`src/rtl/irq_prio_defines.svh`:
```
// Register indices, field positions and reset values of the interrupt block.
// Assumes the includer works in word indices, byte address being four times each.
`ifndef IRQ_PRIO_DEFINES_SVH
`define IRQ_PRIO_DEFINES_SVH

// ----------------------------------------------------------------------------
// Register indices
// ----------------------------------------------------------------------------
`define IDX_G0_REQ    12'hfc0
`define IDX_G0_HI     12'hfc1
`define IDX_G0_LO     12'hfc2
`define IDX_PA_REQ    12'hfc3
`define IDX_PA_HI     12'hfc4
`define IDX_PA_LO     12'hfc5
`define IDX_PC_REQ    12'hfc6
`define IDX_SHARED    12'hfce
`define IDX_CTRL      12'hfcf
`define IDX_EVT_STAT  12'hfd0
`define IDX_EVT_CLR   12'hfd1
`define IDX_EVT_EN    12'hfd2

// ----------------------------------------------------------------------------
// Fields and reset values
// ----------------------------------------------------------------------------
`define G0_IMPL_MASK  8'h79
`define PC_IMPL_MASK  8'h0f
`define SHARED_MASK   8'hc0
`define SHARED_VOLT   7
`define SHARED_CMP    6
`define MASTER_EN     7
`define REG_RESET     8'h00
`define EVT_LOST      0
`define EVT_ACK       1
`define EVT_WIDTH     2
`define NUM_SRC       20
`define NUM_PINS      12
`define PA_BASE       8
`define PC_BASE       16

`endif

```
`src/rtl/irq_prio_pkg.sv`:
```
// Types shared by the interrupt priority block and its arbiter.
// Assumes nothing beyond a SystemVerilog compiler.
package irq_prio_pkg;

  // Two-bit priority decode of a high/low enable pair
  typedef enum logic [1:0] {
    LVL_OFF  = 2'h0,
    LVL_LOW  = 2'h1,
    LVL_MED  = 2'h2,
    LVL_HIGH = 2'h3
  } prio_level_t;

  typedef logic [4:0] src_idx_t;

endpackage

```
`src/rtl/irq_arb_if.sv`:
```
// Carrier between the request block and its priority arbiter.
// Assumes the arbiter is purely combinational.
`timescale 1ns/100ps
interface irq_arb_if #(parameter int N = 20);
  logic [N-1:0]            pend;
  logic [2*N-1:0]          levels;
  logic                    found;
  irq_prio_pkg::src_idx_t    winner;
  irq_prio_pkg::prio_level_t level;

  modport requester (output pend, levels, input found, winner, level);
  modport arbiter   (input pend, levels, output found, winner, level);
endinterface

```
`src/rtl/irq_prio_select.sv`:
```
// Picks the highest-level enabled pending source; lowest index wins a tie.
// Assumes levels[2i+1:2i] is the decoded level of source i.
`timescale 1ns/100ps
module irq_prio_select #(
  parameter int N = 20
) (
  irq_arb_if.arbiter arb
);
  import irq_prio_pkg::*;

  if (N < 1 || N > 32) begin : g_bad_n
    $error("irq_prio_select: N must be 1 to 32");
  end

  always_comb begin
    logic [1:0] lvl;
    lvl = 2'h0;
    arb.found  = 1'b0;
    arb.winner = '0;
    arb.level  = LVL_OFF;
    // Strict compare keeps the earlier source on an equal level
    for (int i = 0; i < N; i++) begin
      lvl = arb.levels[2*i +: 2];
      if (arb.pend[i] && lvl != 2'h0 && (!arb.found || lvl > arb.level)) begin
        arb.found  = 1'b1;
        arb.winner = src_idx_t'(i);
        arb.level  = prio_level_t'(lvl);
      end
    end
  end

endmodule // irq_prio_select

```
`src/rtl/irq_request_priority_enable.sv`:
```
// Interrupt request latches for three groups and two-bit priority enables for group 0 and port A,
// with an Avalon-MM register slave and a vectored request to the core.
// Assumes same-clock source pulses and asynchronous port pins.
`timescale 1ns/100ps
`include "irq_prio_defines.svh"

module irq_request_priority_enable (
  // Clock and reset
  input  wire logic                      clock,
  input  wire logic                      reset_n,
  // Avalon-MM slave, word index addressing
  input  wire logic [11:0]               address,
  input  wire logic                      read,
  input  wire logic                      write,
  input  wire logic [31:0]               writedata,
  output logic      [31:0]               readdata,
  output logic                           waitrequest,
  // Same-clock request pulses and shared-source levels
  input  wire logic                      timer1Event,
  input  wire logic                      timer0Event,
  input  wire logic                      serialRxEvent,
  input  wire logic                      serialTxEvent,
  input  wire logic                      converterEvent,
  input  wire logic                      lowVoltageLevel,
  input  wire logic                      comparatorLevel,
  // Asynchronous port pins
  input  wire logic [7:0]                portAPin,
  input  wire logic [3:0]                portCPin,
  // Vectored request to the core
  output logic                           coreIrqReq,
  output irq_prio_pkg::src_idx_t         coreIrqVector,
  output irq_prio_pkg::prio_level_t      coreIrqLevel,
  input  wire logic                      coreIrqAck,
  // System interrupt
  output logic                           irq
);
  import irq_prio_pkg::*;

  localparam int N = `NUM_SRC;

  logic                  respondR;
  logic                  wrStb;
  logic [7:0]            rdByte;
  logic [7:0]            wByte;
  logic [7:0]            g0HiR, g0LoR, paHiR, paLoR, sharedR;
  logic                  masterEnR;
  logic [N-1:0]          pendR, pendNxt, hwSet, ackMask;
  logic [`NUM_PINS-1:0]  sync1R, sync2R, sync3R, pinLvlR;
  logic [`NUM_PINS-1:0]  srcLvl, srcPrevR;
  logic [7:0]            paRise, g0Set;
  logic [3:0]            pcRise;
  logic [`EVT_WIDTH-1:0] evtStatR, evtEnR, evtSet;
  logic                  ackNow;

  irq_arb_if #(.N(N)) arb ();

  irq_prio_select #(.N(N)) u_select (
    .arb (arb)
  );

  // --------------------------------------------------------------------------
  // Register bus
  // --------------------------------------------------------------------------
  // One wait state on every access, so read data always come from a flop
  assign waitrequest = (read | write) & ~respondR;
  assign wrStb       = write & respondR;
  assign wByte       = writedata[7:0];

  always_ff @(posedge clock or negedge reset_n) begin
    if (!reset_n) begin
      respondR <= 1'b0;
    end else begin
      respondR <= (read | write) & ~respondR;
    end
  end

  always_comb begin
    unique case (address)
      `IDX_G0_REQ:   rdByte = pendR[7:0];
      `IDX_G0_HI:    rdByte = g0HiR;
      `IDX_G0_LO:    rdByte = g0LoR & `G0_IMPL_MASK;
      `IDX_PA_REQ:   rdByte = pendR[`PA_BASE +: 8];
      `IDX_PA_HI:    rdByte = paHiR;
      `IDX_PA_LO:    rdByte = paLoR;
      `IDX_PC_REQ:   rdByte = {4'h0, pendR[`PC_BASE +: 4]};
      `IDX_SHARED:   rdByte = sharedR;
      `IDX_CTRL:     rdByte = {masterEnR, 7'h00};
      `IDX_EVT_STAT: rdByte = {6'h00, evtStatR};
      `IDX_EVT_EN:   rdByte = {6'h00, evtEnR};
      default:       rdByte = 8'h00;
    endcase
  end

  always_ff @(posedge clock or negedge reset_n) begin
    if (!reset_n) begin
      readdata <= 32'h0;
    end else if (read && !respondR) begin
      readdata <= {24'h0, rdByte};
    end
  end

  // --------------------------------------------------------------------------
  // Enable, select and control registers
  // --------------------------------------------------------------------------
  always_ff @(posedge clock or negedge reset_n) begin
    if (!reset_n) begin
      g0HiR     <= `REG_RESET;
      g0LoR     <= `REG_RESET;
      paHiR     <= `REG_RESET;
      paLoR     <= `REG_RESET;
      sharedR   <= `REG_RESET;
      masterEnR <= 1'b0;
      evtEnR    <= '0;
    end else if (wrStb) begin
      unique case (address)
        `IDX_G0_HI:  g0HiR     <= wByte;
        `IDX_G0_LO:  g0LoR     <= wByte & `G0_IMPL_MASK;
        `IDX_PA_HI:  paHiR     <= wByte;
        `IDX_PA_LO:  paLoR     <= wByte;
        `IDX_SHARED: sharedR   <= wByte & `SHARED_MASK;
        `IDX_CTRL:   masterEnR <= wByte[`MASTER_EN];
        `IDX_EVT_EN: evtEnR    <= wByte[`EVT_WIDTH-1:0];
        default:     ;
      endcase
    end
  end

  // --------------------------------------------------------------------------
  // Pin synchronisers
  // --------------------------------------------------------------------------
  for (genvar i = 0; i < `NUM_PINS; i++) begin : g_sync
    logic pinIn;
    assign pinIn = (i < 8) ? portAPin[i % 8] : portCPin[i % 4];
    always_ff @(posedge clock or negedge reset_n) begin
      if (!reset_n) begin
        sync1R[i]  <= 1'b0;
        sync2R[i]  <= 1'b0;
        sync3R[i]  <= 1'b0;
        pinLvlR[i] <= 1'b0;
      end else begin
        sync1R[i] <= pinIn;
        sync2R[i] <= sync1R[i];
        sync3R[i] <= sync2R[i];
        // A change counts only once the last two stages agree
        if (sync2R[i] == sync3R[i]) begin
          pinLvlR[i] <= sync3R[i];
        end
      end
    end
  end

  // --------------------------------------------------------------------------
  // Request sources
  // --------------------------------------------------------------------------
  // Switching the shared select can itself look like an edge; software must
  // disable the source first
  assign srcLvl[7] = sharedR[`SHARED_VOLT] ? lowVoltageLevel : pinLvlR[7];
  assign srcLvl[6] = sharedR[`SHARED_CMP] ? comparatorLevel : pinLvlR[6];
  assign srcLvl[5:0]  = pinLvlR[5:0];
  assign srcLvl[11:8] = pinLvlR[11:8];

  always_ff @(posedge clock or negedge reset_n) begin
    if (!reset_n) begin
      srcPrevR <= '0;
    end else begin
      srcPrevR <= srcLvl;
    end
  end

  assign paRise = srcLvl[7:0] & ~srcPrevR[7:0];
  assign pcRise = srcLvl[11:8] & ~srcPrevR[11:8];
  assign g0Set  = {1'b0, timer1Event, timer0Event, serialRxEvent,
                   serialTxEvent, 2'b00, converterEvent};
  assign hwSet  = {pcRise, paRise, g0Set};

  // --------------------------------------------------------------------------
  // Pending flags
  // --------------------------------------------------------------------------
  assign ackNow  = coreIrqAck & coreIrqReq;
  assign ackMask = ackNow ? (N'(1) << coreIrqVector) : '0;

  always_comb begin
    pendNxt = pendR;
    if (wrStb) begin
      unique case (address)
        `IDX_G0_REQ: pendNxt[7:0] = wByte & `G0_IMPL_MASK;
        `IDX_PA_REQ: pendNxt[`PA_BASE +: 8] = wByte;
        `IDX_PC_REQ: pendNxt[`PC_BASE +: 4] = wByte[3:0];
        default:     ;
      endcase
    end
    pendNxt = pendNxt & ~ackMask;
    // A request in the clearing cycle still lands
    pendNxt = pendNxt | hwSet;
  end

  always_ff @(posedge clock or negedge reset_n) begin
    if (!reset_n) begin
      pendR <= '0;
    end else begin
      pendR <= pendNxt;
    end
  end

  // --------------------------------------------------------------------------
  // Priority decode and forwarding
  // --------------------------------------------------------------------------
  for (genvar i = 0; i < 8; i++) begin : g_levels
    assign arb.levels[2*i +: 2]              = {g0HiR[i], g0LoR[i]};
    assign arb.levels[2*(i+`PA_BASE) +: 2]   = {paHiR[i], paLoR[i]};
  end
  // Port C has no enable pair here, so it is poll only
  assign arb.levels[2*N-1:2*`PC_BASE] = '0;
  // The acknowledged source drops out at once, avoiding a repeat vector
  assign arb.pend = pendR & ~ackMask;

  always_ff @(posedge clock or negedge reset_n) begin
    if (!reset_n) begin
      coreIrqReq    <= 1'b0;
      coreIrqVector <= '0;
      coreIrqLevel  <= LVL_OFF;
    end else begin
      coreIrqReq    <= masterEnR & arb.found;
      coreIrqVector <= arb.winner;
      coreIrqLevel  <= arb.level;
    end
  end

  // --------------------------------------------------------------------------
  // Event status and interrupt
  // --------------------------------------------------------------------------
  assign evtSet[`EVT_LOST] = |(hwSet & pendR);
  assign evtSet[`EVT_ACK]  = ackNow;

  always_ff @(posedge clock or negedge reset_n) begin
    if (!reset_n) begin
      evtStatR <= '0;
    end else begin
      evtStatR <= (wrStb && address == `IDX_EVT_CLR) ?
                  ((evtStatR & ~wByte[`EVT_WIDTH-1:0]) | evtSet) : (evtStatR | evtSet);
    end
  end

  assign irq = |(evtStatR & evtEnR);

  logic higherWaiting;
  always_comb begin
    higherWaiting = 1'b0;
    for (int i = 0; i < N; i++) begin
      if (arb.pend[i] && arb.levels[2*i +: 2] > arb.level) begin
        higherWaiting = 1'b1;
      end
    end
  end
endmodule // irq_request_priority_enable

```
`config.mk`:
```
export PLATFORM = sky130hd
export DESIGN_NAME = irq_request_priority_enable
export DESIGN_NICKNAME = d
export VERILOG_FILES = /design/src/rtl/irq_prio_pkg.sv /design/src/rtl/irq_arb_if.sv /design/src/rtl/irq_prio_select.sv /design/src/rtl/irq_request_priority_enable.sv
export VERILOG_INCLUDE_DIRS = /design/src /design/src/rtl
export SDC_FILE = /design/constraint.sdc
export NUM_CORES = 1
export LEC_CHECK = 0
export BUFFER_PORTS_ARGS = -buffer_cell sky130_fd_sc_hd__buf_2
export CELL_PAD_IN_SITES_DETAIL_PLACEMENT = 1
export CELL_PAD_IN_SITES_GLOBAL_PLACEMENT = 1
export CORE_MARGIN = 1
export CORE_UTILIZATION = 39
export DETAILED_ROUTE_END_ITERATION = 8
export PLACE_DENSITY_LB_ADDON = 0.3
export SLEW_MARGIN = 20
export SYNTH_ARGS = -nofsm -noshare
export SYNTH_HDL_FRONTEND = slang
export SYNTH_SLANG_ARGS = --single-unit
```
`constraint.sdc`:
```
create_clock -name clock -period 17.21 [get_ports clock]
set_input_delay 0 -clock clock [delete_from_list [all_inputs] [get_ports clock]]
set_output_delay 0 -clock clock [all_outputs]
set_load 0.05 [all_outputs]
```
==> results.yml <==
clock_network:
  clockBufferDepth: 2
  clk_latency_ps: 430
  cts_tree: "built"
  cts_inserted_buffers: 17
  cts_max_level: 4
  clock_sinks: 132
  clkTransAtPathRegs_ps: 60
  cts-root-buf: "clkbuf_16"
finish:
  nets: 888
  area_growth_pct: 21.2
  final_util_pct: 48.2
  drive_gt1_share_pct: 22.1
  antennaDiodeCount: 0
route:
  drt-total-wl_um: 22300
  top_layer: "met4"
  wl_met3_um: 983
  drc: 0
  wl_met2_um: 11200
  ant_nets: 0
  viasPerCell: 5.74
  drtPass1Iterations: 5
  vias: 5967
  wl_per_cell_um: 21.4
  first_iter_violations: 351
  drt-met1-wl_um: 9520
sta:
  max_slew_margin_pct: 40.6
  worst_pin_slew_ps: 891
  drv_slew: 0
  period_share_pct: 93.3
  max_freq_ghz: 0.0623
  setup-tns-final_ps: 0
  hold_viol_final: 0
  setup_violations: 0
  timing.final.crit_period_ps: 16060
  fin_skew_ps: 12.4
global_routing:
  grt_start_max_net_pins: 74
  antenna_found_initial: 0
  grt_pass1_vias: 6197
  overflow: 0
  gr-usage-all-layers_pct: 24.6
  grt_pass1_wl_um: 33900
floorplan:
  die-area_um2: 18800
  num_io_pins: 110
  die-width_um: 137
  die_h_um: 137
  initial_core_util_pct: 39.7
  core_area_um2: 18000
  rows: 49
synthesis:
  ys_warn_count: 0
  synth.area.top_cells: "dfrtp_1 46%, mux2_2 5.2%, ha_1 4.0%, o21ai_0 3.5%, mux2i_1 3.2%"
  synth_top_area_cell: "dfrtp_1"
  ys_types: 75
  ys.flop_type: "dfrtp_1"
  netlist_instances: 693
  ys_seq_area_share_pct: 46.3
  ys_ff_latch: 132
  synthTopCellsByCount: "132 x dfrtp_1, 61 x nand2_1, 53 x nor2_1"
  synth_edf_count: 0
  netlist_area_um2: 7140
  synth_top_area_share_pct: 46.3
  syn_area_per_cell_um2: 10.3
  synth_most_common_cell: "dfrtp_1"
  async_reset_ff_share_pct: 100
placed_design:
  io_buffers: 60
  hpwl_um: 16200
  gp_congestion: 0.877
worst_setup_path:
  crit_top_cell: "ha_1"
  crit_path_end_kind: "flop"
  crit_required_ps: 17490
  setup.worst_path.class: "flop to flop"
  cp.arrival_ps: 16340
  reg2reg_depth: 81
  crit_path_top_delay_cell: "dfrtp_1"
  cp-start-kind: "flop"
  slowest_delay_ps: 460
  worstPathMaxFanout: 10
pwr:
  ir_drop_mv: 0.0780
  leakagePower_nw: 3.85
  powerDensity_nw_per_um2: 95.9
worst_hold_path:
  min_path_type: "input pin to flop"
  hold_depth: 4
flow_run:
  maxCapViolations: 0
status:
  status: "finished, final reports clean"
where the power goes:
| group | switching (mW) | internal, mW | total [mW] |
|---|---|---|---|
| sequential | 0.0208 | 0.327 | 0.347 |
| combinational | 0.0895 | 0.0425 | 0.132 |
| clock | 0.145 | 0.204 | 0.350 |
| total | 0.256 | 0.574 | 0.829 |
final timing paths:
path	startpoint	to	slack, ps
setup / recovery	coreIrqVector[3]	coreIrqVector[2]	1150
hold / removal	address[3]	masterEnR	110
min in group asynchronous	reset_n	pendR[0]	120
max in group asynchronous	reset_n	coreIrqVector[0]	15710
setup reg to reg	coreIrqVector[3]	coreIrqVector[2]	1150
hold reg to reg	sync1R[5]	sync2R[5]	350
metrics by stage:
| stage | cell area, um2 | hold slack (ps) | setup slack, ps | std cells | power, mW |
|---|---|---|---|---|---|
| detailed placement | 7620 | 14.6 | -14.2 | 972 | 0.474 |
| global placement | 7620 | 1.90 | 756 | 972 | 0.469 |
| CTS | 8550 | 79.0 | 38.4 | 1038 | 0.832 |
| global route | 8650 | 123 | -38.0 | 1039 | 0.860 |
| floorplan | 7230 | -296 | 2580 | 717 | 0.433 |
| finish | 8650 | 109 | 1150 | 1039 | 0.829 |
placed cells by master (no fill, tap or decap), types with 6 or more instances in the layout:
cell / instances
ha_1: 23
nand3b_1: 10
buf_4: 7
maj3_1: 12
nor2_1: 50
mux2i_1: 23
buf_2: 59
o22ai_1: 10
o21ai_0: 47
a21oi_1: 23
a22oi_1: 9
nand3_1: 9
a21o_1: 6
nor2b_1: 10
o21bai_1: 9
mux2_2: 33
nand2_1: 61
clkbuf_16: 17
conb_1: 25
dlygate4sd3_1: 34
nor3_1: 11
inv_1: 41
dfrtp_1: 129
critical path, delay by kind of cell (launching register included):
kind | cells | cell delay (ps)
DFF | 1 | 460
muxes | 2 | 730
buffers and inverters | 5 | 590
AOI/OAI and AO/OA | 44 | 7780
adders and majority gates | 12 | 3380
and+or+nand+nor | 18 | 2950
area by class of cell:
type / count / area [um2]
Clock buffer: 19 / 443
Inverter: 42 / 160
Multi-Input combinational cell: 503 / 3630
Timing Repair Buffer: 101 / 699
Fill cell: 2005 / 9310
Clock inverter: 13 / 126
Sequential cell: 132 / 3310
Tap cell: 229 / 287
per-layer routing:
layer | up-vias | track usage, %
met1 | 3053 | 30.5
met5 | - | 0
met2 | 156 | 40.9
met4 | 0 | 11.2
met3 | 46 | 5.26
li1 | 2712 | -
sequential cells by signal (all words and copies together) (netlist names):
| name | count |
|---|---|
| pendR | 20 |
| pinLvlR | 12 |
| srcPrevR | 12 |
| sync1R | 12 |
| sync2R | 12 |
| sync3R | 12 |
| g0HiR | 8 |
| paHiR | 8 |
| paLoR | 8 |
| readdata | 8 |
| g0LoR | 5 |
| coreIrqVector | 4 |
| coreIrqLevel | 2 |
| evtEnR | 2 |
| evtStatR | 2 |
| sharedR | 2 |
| coreIrqReq | 1 |
| masterEnR | 1 |
| respondR | 1 |
logic make-up (layout without fill, tap and decap cells):
family	after synthesis	after routing	synth area share [%]
and+or+nand+nor	198	198	14.1
adders and majority gates	35	35	5.72
other	1	25	0.0525
AOI/OAI and AO/OA	183	183	17.9
buffers and inverters	82	175	5.72
DFF	132	132	46.3
muxes	62	62	10.2
timing repair:
action / CTS / global route
buffers inserted: 0 / 1
hold endpoints to repair: 113 / 0
gates resized for setup: 2 / 24
hold buffers: 34 / 0
endpoints found under the setup margin: 3 / 6
pin swaps: 0 / 2
Power figures use the tool's default switching activity.
